[src/rtl/csalu_defs.svh]
// Constants for the command streamer ALU: offsets, fields, encodings, reset values.
`ifndef CSALU_DEFS_SVH
`define CSALU_DEFS_SVH

// ----------------------------------------------------------------
// Instruction fields
// ----------------------------------------------------------------
`define CSALU_OPC_MSB 31
`define CSALU_OPC_LSB 20
`define CSALU_OP1_MSB 19
`define CSALU_OP1_LSB 10
`define CSALU_OP2_MSB 9
`define CSALU_OP2_LSB 0
`define CSALU_PREFIX_BIT 10
`define CSALU_GROUP_MSB 9
`define CSALU_GROUP_LSB 7
`define CSALU_SUB_MSB 6
`define CSALU_SUB_LSB 0

// ----------------------------------------------------------------
// Opcode groups and sub-opcodes
// ----------------------------------------------------------------
`define CSALU_GRP_NOOP 3'h0
`define CSALU_GRP_LOAD 3'h1
`define CSALU_GRP_ARITH 3'h2
`define CSALU_GRP_STORE 3'h3
`define CSALU_SUB_LOAD_REG 7'h00
`define CSALU_SUB_LOAD_CONST 7'h01
`define CSALU_SUB_ADD 7'h00
`define CSALU_SUB_SUB 7'h01
`define CSALU_SUB_AND 7'h02
`define CSALU_SUB_OR 7'h03
`define CSALU_SUB_XOR 7'h04
`define CSALU_SUB_STORE 7'h00

// ----------------------------------------------------------------
// Operand encodings
// ----------------------------------------------------------------
`define CSALU_OPND_A 10'h020
`define CSALU_OPND_B 10'h021
`define CSALU_OPND_RESULT 10'h031
`define CSALU_OPND_ZERO 10'h032
`define CSALU_OPND_CARRY 10'h033

// ----------------------------------------------------------------
// Register map, byte addresses
// ----------------------------------------------------------------
`define CSALU_GPR_LAST 8'h7c
`define CSALU_RESULT_LO 8'h80
`define CSALU_RESULT_HI 8'h84
`define CSALU_FLAGS 8'h88
`define CSALU_COUNT 8'h8c
`define CSALU_OPA_LO 8'h90
`define CSALU_OPA_HI 8'h94
`define CSALU_OPB_LO 8'h98
`define CSALU_OPB_HI 8'h9c
`define CSALU_FLAG_ZERO_BIT 0
`define CSALU_FLAG_CARRY_BIT 1
`define CSALU_RESET_64 64'h0000_0000_0000_0000

`endif

[src/rtl/csalu_pkg.sv]
// Types shared by the command streamer ALU files.
package csalu_pkg;
    typedef enum logic [2:0] {
        ST_IDLE,
        ST_LOAD,
        ST_BUS_WR,
        ST_BUS_RD,
        ST_BUS_DONE
    } csalu_state_type;
endpackage

[src/rtl/csalu_gpr_mem.sv]
// General register storage: sixteen 64-bit words, per-half write, registered read.
`timescale 1ns/1ps
`default_nettype none
`include "csalu_defs.svh"
module csalu_gpr_mem #(
    parameter int DEPTH = 16,
    parameter int WIDTH = 64,
    parameter int AW = 4
) (
    input wire logic clk,
    input wire logic rst_n,
    input wire logic rd_en,
    input wire logic [AW-1:0] rd_addr,
    output logic [WIDTH-1:0] rd_data,
    input wire logic we_lo,
    input wire logic we_hi,
    input wire logic [AW-1:0] wr_addr,
    input wire logic [WIDTH-1:0] wr_data
);
    logic [WIDTH-1:0] mem_r [DEPTH];

    // ----------------------------------------------------------------
    // Storage, one slot per entry
    // ----------------------------------------------------------------
    genvar gi;
    generate
        for (gi = 0; gi < DEPTH; gi++) begin : g_entry
            always_ff @(posedge clk or negedge rst_n) begin
                if (!rst_n) begin
                    mem_r[gi] <= '0;
                end else if (wr_addr == AW'(gi)) begin
                    if (we_lo) begin
                        mem_r[gi][WIDTH/2-1:0] <= wr_data[WIDTH/2-1:0];
                    end
                    if (we_hi) begin
                        mem_r[gi][WIDTH-1:WIDTH/2] <= wr_data[WIDTH-1:WIDTH/2];
                    end
                end
            end
        end
    endgenerate

    // ----------------------------------------------------------------
    // Read port
    // ----------------------------------------------------------------
    // Read returns the value before any same-cycle write
    always_ff @(posedge clk or negedge rst_n) begin
        if (!rst_n) begin
            rd_data <= '0;
        end else if (rd_en) begin
            rd_data <= mem_r[rd_addr];
        end
    end
endmodule
`default_nettype wire

[src/rtl/csalu_top.sv]
// Command streamer ALU: instruction decode, datapath and AHB-Lite register slave.
//
// Added by the designer: the register offsets and the AHB-Lite interface to the registers.
`timescale 1ns/1ps
`default_nettype none
`include "csalu_defs.svh"
module csalu_top #(
    parameter int GPR_COUNT = 16,
    parameter int DATA_W = 64
) (
    input wire logic hclk,
    input wire logic hresetn,
    input wire logic hsel,
    input wire logic [31:0] haddr,
    input wire logic [1:0] htrans,
    input wire logic hwrite,
    input wire logic [2:0] hsize,
    input wire logic [31:0] hwdata,
    input wire logic hready,
    output logic hreadyout,
    output logic hresp,
    output logic [31:0] hrdata,
    input wire logic instr_valid,
    input wire logic [31:0] instr_word,
    output logic instr_ready
);
    localparam int AW = 4;
    localparam int HALF = DATA_W / 2;

    csalu_pkg::csalu_state_type state_r;
    csalu_pkg::csalu_state_type state_nxt;

    // ----------------------------------------------------------------
    // Instruction fields
    // ----------------------------------------------------------------
    logic [11:0] opc;
    logic prefix;
    logic [2:0] group;
    logic [6:0] sub;
    logic [9:0] opnd1;
    logic [9:0] opnd2;

    assign opc = instr_word[`CSALU_OPC_MSB:`CSALU_OPC_LSB];
    assign opnd1 = instr_word[`CSALU_OP1_MSB:`CSALU_OP1_LSB];
    assign opnd2 = instr_word[`CSALU_OP2_MSB:`CSALU_OP2_LSB];
    assign prefix = opc[`CSALU_PREFIX_BIT];
    assign group = opc[`CSALU_GROUP_MSB:`CSALU_GROUP_LSB];
    assign sub = opc[`CSALU_SUB_MSB:`CSALU_SUB_LSB];

    // ----------------------------------------------------------------
    // Bus and instruction acceptance
    // ----------------------------------------------------------------
    logic bus_take;
    logic bus_rd_take;
    logic fire;

    // Only the read data phase stretches; every other state can take a transfer
    assign hreadyout = (state_r != csalu_pkg::ST_BUS_RD);
    assign hresp = 1'b0;
    assign bus_take = hsel && htrans[1] && hready && hreadyout;
    assign bus_rd_take = bus_take && !hwrite;
    // Bus wins a tie so register commands never starve behind a long program
    assign instr_ready = (state_r == csalu_pkg::ST_IDLE) && !bus_take;
    assign fire = instr_valid && instr_ready;

    // ----------------------------------------------------------------
    // Decode; anything not matched falls through as a no-op
    // ----------------------------------------------------------------
    logic dst_is_op;
    logic do_load;
    logic do_const;
    logic do_arith;
    logic do_store;
    logic store_src_ok;

    assign dst_is_op = (opnd1 == `CSALU_OPND_A) || (opnd1 == `CSALU_OPND_B);
    assign store_src_ok = (opnd2 == `CSALU_OPND_RESULT) || (opnd2 == `CSALU_OPND_ZERO)
        || (opnd2 == `CSALU_OPND_CARRY);

    always_comb begin
        do_load = 1'b0;
        do_const = 1'b0;
        do_arith = 1'b0;
        do_store = 1'b0;
        if (fire && !opc[11]) begin
            case (group)
                `CSALU_GRP_NOOP: begin
                    do_load = 1'b0;
                end
                `CSALU_GRP_LOAD: begin
                    do_load = (sub == `CSALU_SUB_LOAD_REG) && dst_is_op
                        && (opnd2[9:4] == 6'h00);
                    do_const = (sub == `CSALU_SUB_LOAD_CONST) && dst_is_op;
                end
                `CSALU_GRP_ARITH: begin
                    do_arith = !prefix && (sub <= `CSALU_SUB_XOR);
                end
                `CSALU_GRP_STORE: begin
                    do_store = (sub == `CSALU_SUB_STORE) && (opnd1[9:4] == 6'h00)
                        && store_src_ok;
                end
                default: begin
                    do_store = 1'b0;
                end
            endcase
        end
    end

    // ----------------------------------------------------------------
    // Sequencer
    // ----------------------------------------------------------------
    always_comb begin
        state_nxt = state_r;
        case (state_r)
            csalu_pkg::ST_BUS_RD: begin
                state_nxt = csalu_pkg::ST_BUS_DONE;
            end
            csalu_pkg::ST_IDLE, csalu_pkg::ST_LOAD, csalu_pkg::ST_BUS_WR,
            csalu_pkg::ST_BUS_DONE: begin
                if (bus_take) begin
                    state_nxt = hwrite ? csalu_pkg::ST_BUS_WR : csalu_pkg::ST_BUS_RD;
                end else if (do_load) begin
                    state_nxt = csalu_pkg::ST_LOAD;
                end else begin
                    state_nxt = csalu_pkg::ST_IDLE;
                end
            end
            default: begin
                state_nxt = csalu_pkg::ST_IDLE;
            end
        endcase
    end

    always_ff @(posedge hclk or negedge hresetn) begin
        if (!hresetn) begin
            state_r <= csalu_pkg::ST_IDLE;
        end else begin
            state_r <= state_nxt;
        end
    end

    // ----------------------------------------------------------------
    // Captured bus address phase
    // ----------------------------------------------------------------
    logic [7:0] bus_addr_r;
    logic bus_in_map_r;
    logic bus_is_gpr;

    always_ff @(posedge hclk or negedge hresetn) begin
        if (!hresetn) begin
            bus_addr_r <= 8'h00;
            bus_in_map_r <= 1'b0;
        end else if (bus_take) begin
            bus_addr_r <= {haddr[7:2], 2'b00};
            bus_in_map_r <= (haddr[31:8] == 24'h000000);
        end
    end

    assign bus_is_gpr = bus_in_map_r && (bus_addr_r <= `CSALU_GPR_LAST);

    // ----------------------------------------------------------------
    // Captured load destination
    // ----------------------------------------------------------------
    logic ld_to_b_r;
    logic ld_inv_r;

    always_ff @(posedge hclk or negedge hresetn) begin
        if (!hresetn) begin
            ld_to_b_r <= 1'b0;
            ld_inv_r <= 1'b0;
        end else if (do_load) begin
            ld_to_b_r <= (opnd1 == `CSALU_OPND_B);
            ld_inv_r <= prefix;
        end
    end

    // ----------------------------------------------------------------
    // General register storage
    // ----------------------------------------------------------------
    logic mem_rd_en;
    logic [AW-1:0] mem_rd_addr;
    logic [DATA_W-1:0] mem_rd_data;
    logic mem_we_lo;
    logic mem_we_hi;
    logic [AW-1:0] mem_wr_addr;
    logic [DATA_W-1:0] mem_wr_data;
    logic [DATA_W-1:0] store_val;
    logic bus_wr_now;

    assign mem_rd_en = bus_rd_take || do_load;
    assign mem_rd_addr = bus_rd_take ? haddr[6:3] : opnd2[AW-1:0];
    assign bus_wr_now = (state_r == csalu_pkg::ST_BUS_WR) && bus_is_gpr;

    // Each general register takes two words, low half first
    always_comb begin
        mem_we_lo = 1'b0;
        mem_we_hi = 1'b0;
        mem_wr_addr = opnd1[AW-1:0];
        mem_wr_data = store_val;
        if (bus_wr_now) begin
            mem_we_lo = !bus_addr_r[2];
            mem_we_hi = bus_addr_r[2];
            mem_wr_addr = bus_addr_r[6:3];
            mem_wr_data = {hwdata, hwdata};
        end else if (do_store) begin
            mem_we_lo = 1'b1;
            mem_we_hi = 1'b1;
        end
    end

    csalu_gpr_mem #(
        .DEPTH(GPR_COUNT),
        .WIDTH(DATA_W),
        .AW(AW)
    ) u_gpr (
        .clk(hclk),
        .rst_n(hresetn),
        .rd_en(mem_rd_en),
        .rd_addr(mem_rd_addr),
        .rd_data(mem_rd_data),
        .we_lo(mem_we_lo),
        .we_hi(mem_we_hi),
        .wr_addr(mem_wr_addr),
        .wr_data(mem_wr_data)
    );

    // ----------------------------------------------------------------
    // Operand registers
    // ----------------------------------------------------------------
    logic [DATA_W-1:0] operand_a_reg_r;
    logic [DATA_W-1:0] operand_b_reg_r;
    logic [DATA_W-1:0] load_val;

    assign load_val = ld_inv_r ? ~mem_rd_data : mem_rd_data;

    always_ff @(posedge hclk or negedge hresetn) begin
        if (!hresetn) begin
            operand_a_reg_r <= `CSALU_RESET_64;
            operand_b_reg_r <= `CSALU_RESET_64;
        end else if (state_r == csalu_pkg::ST_LOAD) begin
            if (ld_to_b_r) begin
                operand_b_reg_r <= load_val;
            end else begin
                operand_a_reg_r <= load_val;
            end
        end else if (do_const) begin
            if (opnd1 == `CSALU_OPND_B) begin
                operand_b_reg_r <= {DATA_W{prefix}};
            end else begin
                operand_a_reg_r <= {DATA_W{prefix}};
            end
        end
    end

    // ----------------------------------------------------------------
    // Arithmetic and logic
    // ----------------------------------------------------------------
    logic [DATA_W-1:0] result_register_r;
    logic zero_flag_r;
    logic carry_flag_r;
    logic [DATA_W:0] alu_out;

    // Subtract carry is the borrow out of A minus B
    always_comb begin
        case (sub)
            `CSALU_SUB_ADD: alu_out = {1'b0, operand_a_reg_r} + {1'b0, operand_b_reg_r};
            `CSALU_SUB_SUB: alu_out = {1'b0, operand_a_reg_r} - {1'b0, operand_b_reg_r};
            `CSALU_SUB_AND: alu_out = {1'b0, operand_a_reg_r & operand_b_reg_r};
            `CSALU_SUB_OR: alu_out = {1'b0, operand_a_reg_r | operand_b_reg_r};
            `CSALU_SUB_XOR: alu_out = {1'b0, operand_a_reg_r ^ operand_b_reg_r};
            default: alu_out = {1'b0, result_register_r};
        endcase
    end

    always_ff @(posedge hclk or negedge hresetn) begin
        if (!hresetn) begin
            result_register_r <= `CSALU_RESET_64;
            zero_flag_r <= 1'b0;
            carry_flag_r <= 1'b0;
        end else if (do_arith) begin
            result_register_r <= alu_out[DATA_W-1:0];
            zero_flag_r <= (alu_out[DATA_W-1:0] == '0);
            carry_flag_r <= alu_out[DATA_W];
        end
    end

    // ----------------------------------------------------------------
    // Store source
    // ----------------------------------------------------------------
    always_comb begin
        case (opnd2)
            `CSALU_OPND_ZERO: store_val = {DATA_W{zero_flag_r}};
            `CSALU_OPND_CARRY: store_val = {DATA_W{carry_flag_r}};
            default: store_val = result_register_r;
        endcase
        if (prefix) begin
            store_val = ~store_val;
        end
    end

    // ----------------------------------------------------------------
    // Executed instruction count, visible to software
    // ----------------------------------------------------------------
    logic [31:0] exec_count_r;

    always_ff @(posedge hclk or negedge hresetn) begin
        if (!hresetn) begin
            exec_count_r <= 32'h0000_0000;
        end else if (fire) begin
            exec_count_r <= exec_count_r + 32'h0000_0001;
        end
    end

    // ----------------------------------------------------------------
    // Read data
    // ----------------------------------------------------------------
    logic [31:0] rd_mux;

    // Unmapped addresses read as zero; writes to them are dropped
    always_comb begin
        rd_mux = 32'h0000_0000;
        if (bus_is_gpr) begin
            rd_mux = bus_addr_r[2] ? mem_rd_data[DATA_W-1:HALF] : mem_rd_data[HALF-1:0];
        end else if (bus_in_map_r) begin
            case (bus_addr_r)
                `CSALU_RESULT_LO: rd_mux = result_register_r[HALF-1:0];
                `CSALU_RESULT_HI: rd_mux = result_register_r[DATA_W-1:HALF];
                `CSALU_FLAGS: begin
                    rd_mux[`CSALU_FLAG_ZERO_BIT] = zero_flag_r;
                    rd_mux[`CSALU_FLAG_CARRY_BIT] = carry_flag_r;
                end
                `CSALU_COUNT: rd_mux = exec_count_r;
                `CSALU_OPA_LO: rd_mux = operand_a_reg_r[HALF-1:0];
                `CSALU_OPA_HI: rd_mux = operand_a_reg_r[DATA_W-1:HALF];
                `CSALU_OPB_LO: rd_mux = operand_b_reg_r[HALF-1:0];
                `CSALU_OPB_HI: rd_mux = operand_b_reg_r[DATA_W-1:HALF];
                default: rd_mux = 32'h0000_0000;
            endcase
        end
    end

    always_ff @(posedge hclk or negedge hresetn) begin
        if (!hresetn) begin
            hrdata <= 32'h0000_0000;
        end else if (state_r == csalu_pkg::ST_BUS_RD) begin
            hrdata <= rd_mux;
        end
    end
endmodule
`default_nettype wire

[config.mk]
export PLATFORM = sky130hd
export DESIGN_NAME = csalu_top
export DESIGN_NICKNAME = d
export VERILOG_FILES = /design/src/rtl/csalu_pkg.sv /design/src/rtl/csalu_gpr_mem.sv /design/src/rtl/csalu_top.sv
export VERILOG_INCLUDE_DIRS = /design/src /design/src/rtl
export SDC_FILE = /design/constraint.sdc
export NUM_CORES = 2
export LEC_CHECK = 0
export BUFFER_PORTS_ARGS = -buffer_cell sky130_fd_sc_hd__buf_2
export CELL_PAD_IN_SITES_DETAIL_PLACEMENT = 1
export CELL_PAD_IN_SITES_GLOBAL_PLACEMENT = 2
export CORE_UTILIZATION = 44
export DETAILED_ROUTE_END_ITERATION = 16
export PLACE_DENSITY_LB_ADDON = 0.3
export SETUP_SLACK_MARGIN = 0.5
export SYNTH_ARGS = -nofsm -noshare
export SYNTH_HDL_FRONTEND = slang
export SYNTH_SLANG_ARGS = --single-unit
[constraint.sdc]
create_clock -name hclk -period 15.98 [get_ports hclk]
set_input_delay 0 -clock hclk [delete_from_list [all_inputs] [get_ports hclk]]
set_output_delay 0 -clock hclk [all_outputs]
set_load 0.02 [all_outputs]
# --- Word-level counts from Yosys, hierarchy flattened ---
# Cells that the tools add are included.
totals:
  regBits: 1358
  out_inout_bits: 35
  elab_cells: 206
op_classes:
  addsub: 3
  order_cmp: 3
  eq_ne: 43
  mux: 38
  n_bitwise: 6
  reduce_logical: 68
op_table:
  columns: ["operator", "count"]
  rows:
  - ["$mux W64", 13]
  - ["$pmux W65 S5", 1]
  - ["$bmux W64 S4", 1]
  - ["$pmux W30 S7", 1]
  - ["$not A64 Y64", 2]
  - ["$pmux W64 S2", 1]
  - ["$mux W32", 3]
  - ["$add A64 B64 Y65", 1]
  - ["$sub A64 B64 Y65", 1]
  - ["$and A64 B64 Y64", 1]
  - ["$logic_not A64 Y1", 1]
  - ["$or A64 B64 Y64", 1]
  - ["$reduce_and A2 Y1", 32]
  - ["$xor A64 B64 Y64", 1]
  - ["$eq A10 B6 Y1 const B", 5]
  - ["$eq A6 B6 Y1 const B", 8]
  - ["$add A32 B1 Y32 const B", 1]
  - ["$eq A4 B4 Y1 const B", 8]
  - ["$logic_not A24 Y1", 1]
  - ["$eq A4 B3 Y1 const B", 4]
  - ["$pmux W2 S8", 1]
  - ["$logic_and A1 B1 Y1", 15]
  - ["$eq A7 B2 Y1 const B", 2]
  - ["$mux W1", 13]
  - ["other kinds (26)", 43]

# --- Longest topological paths before layout ---
logic_depth:
  depth_word: 11
  mapped_depth: 26

# --- Modules after synthesis ---
# A second synthesis with hierarchy kept.
hier_totals:
  cells_unflattened: 6128
  hier_area_um2: 73304.1
by_module_without_submodules:
  columns: ["mod", "n_inst", "cells_per_inst", "area_each_um2", "seq_area_each_um2"]
  rows:
  - ["csalu_gpr_mem", 1, 2937, 48238.8, 27226.1]
  - ["csalu_top", 1, 3191, 25065.3, 6756.5]

# --- Worst setup path before layout ---
# No wires, ideal clock.
synth_timing:
  path_kind: "in2reg"
  from: "input port instr_word[23]"
  to: "register zero_flag_r"
  arrival_time_ns: 6.050
  path_slack_ns: 9.864
  path_stages: 25
  n_path_buf: 7
  path_cell_list: "or4_1 > buf_2 > nor3_1 > clkbuf_1 > buf_2 > buf_2 > buf_2 > nand2_1 > clkbuf_1 > o21ai_0 > xnor2_1 > ha_1 > clkbuf_1 > nand4_1 > or3_1 > nor3_1 > a21oi_2 > o31a_4 > xnor2_1 > a221o_1 > or4b_1 > or3_1 > nor4_1 > nand4_1 > nand2_1"
synth_via:
  elab_chain_len: 4
synth_lines:
  columns: ["element", "line_no", "text"]
  rows:
  - ["start, declared", "csalu_top.sv:24", "input wire logic [31:0] instr_word,"]
  - ["$le A7 B3 Y1 (no line)", null, null]
  - ["$logic_and A1 B1 Y1", "csalu_top.sv:96", "do_arith = !prefix && (sub <= `CSALU_SUB_XOR);"]
  - ["$mux W1", "csalu_top.sv:86", "case (group)"]
  - ["$mux W1", "csalu_top.sv:85", "if (fire && !opc[11]) begin"]
  - ["end signal, assigned", "csalu_top.sv:282", "zero_flag_r <= (alu_out[DATA_W-1:0] == '0);"]
  - ["end, declared", "csalu_top.sv:259", "logic zero_flag_r;"]
# Parallel ways exist; a longest one is shown, timed or not.
# A chain may end at the register's enable or synchronous reset.

# --- Worst setup path in the final report ---
layout_timing:
  from: "register operand_b_reg_r[5]"
  to: "register zero_flag_r"
layout_via:
  elab_chain_len: 3
layout_lines:
  columns: ["element", "line_no", "text"]
  rows:
  - ["start, declared", "csalu_top.sv:231", "logic [DATA_W-1:0] operand_b_reg_r;"]
  - ["start signal, assigned", "csalu_top.sv:239", "operand_b_reg_r <= `CSALU_RESET_64;"]
  - ["start signal, assigned", "csalu_top.sv:242", "operand_b_reg_r <= load_val;"]
  - ["start signal, assigned", "csalu_top.sv:248", "operand_b_reg_r <= {DATA_W{prefix}};"]
  - ["$sub A64 B64 Y65 (tied with other cells)", "csalu_top.sv:267", "`CSALU_SUB_SUB: alu_out = {1'b0, operand_a_reg_r} - {1'b0, operand_b_reg_r};"]
  - ["$pmux W65 S5 (*)", "csalu_top.sv:265", "case (sub)"]
  - ["$logic_not A64 Y1 (*)", "csalu_top.sv:282", null]
# Every way passes the cells marked *; elsewhere a longest branch is shown, timed or not.

==> impl_summary.md <==
Yosys
The number of nets in the synthesized netlist is about 7200. After synthesis, the mean cell area works out to 10.50 µm². The mapped netlist covers 0.07273 mm². Ranked by total cell area, the synthesized netlist is headed by sky130_fd_sc_hd__dfrtp_1, sky130_fd_sc_hd__mux2_2, sky130_fd_sc_hd__mux4_2. In this run, synthesis produced a sequential element count of 1358. The gate count after technology mapping is 6928. Among all cell types in the netlist, the one instantiated most often is sky130_fd_sc_hd__dfrtp_1. The top cell type by area accounts for 46.73% of the synthesized area. The total number of yosys warnings is 0. The count of flip-flops with a built-in enable after synthesis is 0.

The number of different library cells in the post-synthesis netlist is 90. The post-synthesis cell type with the largest combined area is sky130_fd_sc_hd__dfrtp_1. For this run, asynchronously set or reset flops after synthesis account for 100.0%. The commonest cells after synthesis are sky130_fd_sc_hd__dfrtp_1, sky130_fd_sc_hd__nand2_1, sky130_fd_sc_hd__o21ai_0, sky130_fd_sc_hd__mux2_2, sky130_fd_sc_hd__clkbuf_1.

For this run, the leading register cell type out of synthesis is sky130_fd_sc_hd__dfrtp_1. For this run, the register share of the synthesized area comes to around 47%.

STA
The summed negative setup slack over all endpoints is 0 ps. The worst-margin pin slew is approximately 1400 ps. The tightest slew margin relative to the limit is 7.803%. The count of endpoints failing setup in the final report is 0. The max-slew violation total from the final report is 0. Setup repair after global routing left no endpoint under its margin.

The largest clock skew in the final design is 43.83 ps. The final period utilization is 51.12%. The post-route minimum period is 8169 ps. On the final layout, the worst hold slack is 53.37 ps. Based on the critical path, the design can be clocked at up to 0.1224 GHz. The number of hold violations in the final report is 0.

Power
The proportion of total power due to net switching is between 30% and 40%. The peak supply drop is 0.1343 mV. The internal portion of total power is 6.075 mW. Sequential cells burn 43.2% of the power.

The fraction of power consumed by combinational cells is between 10% and 20%. Summed over all nets, the switching power comes to 2.717 mW. In this run the power density over the cells is ~110 mW/mm². Per report_power, the clock group accounts for approximately two fifths of the total. Summed over all cells, the static leakage comes to approximately 36 nW.

CTS
The clock passes through at most 3 buffers. The clock root buffer is sky130_fd_sc_hd__clkbuf_16. TritonCTS built the clock tree. In this run the number of H-tree levels came out at 4. After clock tree synthesis, the setup repair step added 0 buffers.

Buffers inserted during clock tree synthesis total 150. After clock tree synthesis, the clock-pin slew on the worst setup and hold paths is 60 ps. The CTS sink count is 1358. The number of hold buffers added after CTS was 53.

Once the clock tree was built, the resizer swapped 0 gates to a different size. For the worst-skew pair, the clock arrives at the later sink with an insertion delay of 840 ps.

Finish
The design area is just over 0.08 mm². The fill cell total of the finished layout is 17540. The post-route netlist has a little under a quarter of its cells at a drive strength greater than 1. After the last flow step, the layout net total stands at slightly above 7000. The area growth from synthesis to layout is 11.28%.

For this run, the number of standard cells in the final layout without fillers is 9153.

Setup path
Setup slack on the worst reg-to-reg path comes out at 7810 ps. The capture point of the worst reg-to-reg path is zero_flag_r$_DFFE_PN0P_. In this run the critical register-to-register path is launched from operand_b_reg_r[5]$_DFFE_PN0P_. At the worst endpoint, the required time is 16750 ps. The highest net fanout along the worst path is 7.

The worst setup path is captured at a flop. Tracing the worst setup path back leads to its startpoint at operand_b_reg_r[5]$_DFFE_PN0P_. At the worst endpoint, the arrival time is 8940 ps. The critical path ends at zero_flag_r$_DFFE_PN0P_.

The launching element type of the critical path is a flop. The class of the most critical setup path is flop to flop. The count of cells along the worst register-to-register path is 23.

Global route
The global-route usage over all layers is 34.31%. For met3 alone, demand over resource in global routing was under 10%. The number of global-route vias before repair is approximately 59000. The met2 track demand over resource in global routing is 50.80%. The routing usage on met1 is 47.33%. Entering global routing, the biggest net connects 173 pins. The most heavily used metal layer in global routing is met2. The wire length of the first global-routing pass is 419300 µm. The initial antenna violation count is 12. The overflow left after global routing is 0.

Run status
The run finished with clean final reports.

Floorplan
around 140 I/O pins were placed. The total core area is ~0.16 mm². In this run the vertical extent of the chip is 408.6 µm. The die is between 400 and 500 µm wide. The floorplan step defined a die boundary enclosing 0.1669 mm². The initial cell density of the core is 44.48%. The initialized floorplan defines 148 standard-cell rows.

Detailed routing
The number of vias per cell is 6.255. The number of antenna-violating nets in the routed design is 0. The first detailed-routing pass ran for 6 iterations.

After detailed routing, the average wire length per cell comes to 31.19 µm. The count of vias placed by the detailed router is 57250. The violation count after the first detailed-routing iteration is 6311.

In the routed design, unresolved DRC markers number 0. The total detailed-routing wirelength is about 290000 µm.

Job
The tool flagged a number of max-cap violations equal to 0.

Placement
In this run the cell area measured after placement is 0.07546 mm². Detailed placement finished with a half-perimeter wire length of 188900 µm. Routability-driven placement finished with a final weighted congestion of 0.9909.

Port buffering added 134 buffers. The instance count after placement with tap cells included is 8834.

Min path
The tightest min-delay check is of the input port to flop type. The worst hold path passes through 4 cells.
layout make-up:
type | instances | area, µm² | share of cell area (%)
Sequential cell | 1358 | 33990 | 42.00
Clock inverter | 49 | 579.3 | 0.7158
Antenna cell | 3 | 7.507 | 0.009276
Tap cell | 2175 | 2721 | 3.363
Multi-Input combinational cell | 4883 | 36460 | 45.05
Timing Repair Buffer | 317 | 2262 | 2.795
Inverter | 154 | 578.1 | 0.7143
Clock buffer | 214 | 4335 | 5.357
worst min-delay path by stage:
| stage | from | to | slack, ps |
|---|---|---|---|
| floorplan | hresetn | bus_addr_r[2]$_DFFE_PN0P_ | -300 |
| global placement | hresetn | u_gpr.mem_r[184]$_DFFE_PN0P_ | 90 |
| detailed placement | hresetn | u_gpr.mem_r[185]$_DFFE_PN0P_ | 90 |
| CTS | instr_word[5] | ld_inv_r$_DFFE_PN0P_ | 2 |
| global route | hwdata[13] | u_gpr.mem_r[237]$_DFFE_PN0P_ | 30 |
| finish | hwdata[13] | u_gpr.mem_r[365]$_DFFE_PN0P_ | 50 |
cells in the final DEF, fill, tap and decap left out, types with 23 or more instances in the layout:
master                             n
sky130_fd_sc_hd__mux2i_1          38
sky130_fd_sc_hd__mux4_2          258
sky130_fd_sc_hd__a21oi_1         353
sky130_fd_sc_hd__dlygate4sd3_1    52
sky130_fd_sc_hd__nand3_1         101
sky130_fd_sc_hd__o21ai_0         825
sky130_fd_sc_hd__xor2_1           35
sky130_fd_sc_hd__a21o_1           54
sky130_fd_sc_hd__mux2_2          742
sky130_fd_sc_hd__ha_1            194
sky130_fd_sc_hd__a22oi_1          48
sky130_fd_sc_hd__nand2_1        1156
sky130_fd_sc_hd__clkbuf_16       151
sky130_fd_sc_hd__clkbuf_8         32
sky130_fd_sc_hd__xnor2_1         237
sky130_fd_sc_hd__clkbuf_1         31
sky130_fd_sc_hd__a31oi_1          83
sky130_fd_sc_hd__inv_1           153
sky130_fd_sc_hd__clkinv_2         23
sky130_fd_sc_hd__buf_2           132
sky130_fd_sc_hd__buf_4           127
sky130_fd_sc_hd__nor3_1           31
sky130_fd_sc_hd__a222oi_1         33
sky130_fd_sc_hd__nor2_1          229
sky130_fd_sc_hd__nand4_1          63
sky130_fd_sc_hd__dfrtp_1        1355
power by group through the flow:
stage	combinational, mW	sequential (mW)	clock [mW]
after detailed placement	1.43	3.84	0
final	1.48	3.80	3.52
after global placement	1.41	3.84	0
after floorplan	0.902	3.71	0
after CTS	1.45	3.78	3.57
after global routing	1.59	3.80	3.69
metrics by stage:
stage / total power, mW / utilization [%] / setup WS, ps
floorplan: 4.612 / - / 9864
global placement: 5.246 / 46.15 / 8062
detailed placement: 5.270 / 46.15 / 7958
CTS: 8.803 / 49.49 / 7933
global route: 9.081 / 49.49 / 7510
finish: 8.793 / 49.50 / 7811
per-layer routing:
layer  part of all wire [%]  routed length (µm)  vias up
met3                    8.1               23110      590
met2                     44              124500     2314
met1                     42              120900    29890
met4                    5.9               16860       10
met5                  0.024                  68        -
li1                       -                   -    24460
logic make-up after synthesis:
| group | count (synthesis) | share of synthesized area (%) |
|---|---|---|
| buf+inv | 687 | 3.632 |
| simple gates | 1755 | 10.09 |
| xor+xnor | 272 | 3.276 |
| fa+ha+maj | 195 | 3.365 |
| compound gates | 1617 | 12.83 |
| other cells | 1 | 0.005156 |
| mux | 1043 | 20.07 |
| flops | 1358 | 46.73 |
registers in the layout, summed over array words and instances, names as in the netlist:
name / count
carry_flag_r: 1
state_r: 3
result_register_r: 64
operand_a_reg_r: 64
u_gpr.mem_r: 1024
bus_addr_r: 6
u_gpr.rd_data: 64
hrdata: 32
ld_inv_r: 1
zero_flag_r: 1
ld_to_b_r: 1
exec_count_r: 32
bus_in_map_r: 1
operand_b_reg_r: 64
worst max-delay path, stage by stage, from the launching register on:
cell	delay, ps
sky130_fd_sc_hd__dfrtp_1	430
sky130_fd_sc_hd__nor4_1	510
sky130_fd_sc_hd__nand4_1	450
sky130_fd_sc_hd__or4_1	760
sky130_fd_sc_hd__nor4_2	430
sky130_fd_sc_hd__nand2_1	310
sky130_fd_sc_hd__nor2_1	310
sky130_fd_sc_hd__nand2_1	230
sky130_fd_sc_hd__nor3_1	430
sky130_fd_sc_hd__a21oi_1	160
sky130_fd_sc_hd__xnor2_1	170
sky130_fd_sc_hd__ha_1	450
sky130_fd_sc_hd__nand2_1	110
sky130_fd_sc_hd__nor2_1	180
sky130_fd_sc_hd__nand2_1	110
sky130_fd_sc_hd__or3_1	370
sky130_fd_sc_hd__o21ai_0	530
sky130_fd_sc_hd__a41oi_1	380
sky130_fd_sc_hd__xnor2_1	220
sky130_fd_sc_hd__a221oi_1	380
sky130_fd_sc_hd__o2111ai_1	260
sky130_fd_sc_hd__a2111oi_0	660
sky130_fd_sc_hd__nand4_1	180
sky130_fd_sc_hd__nand2_1	100
No activity file was read; power rests on OpenSTA's default activity.
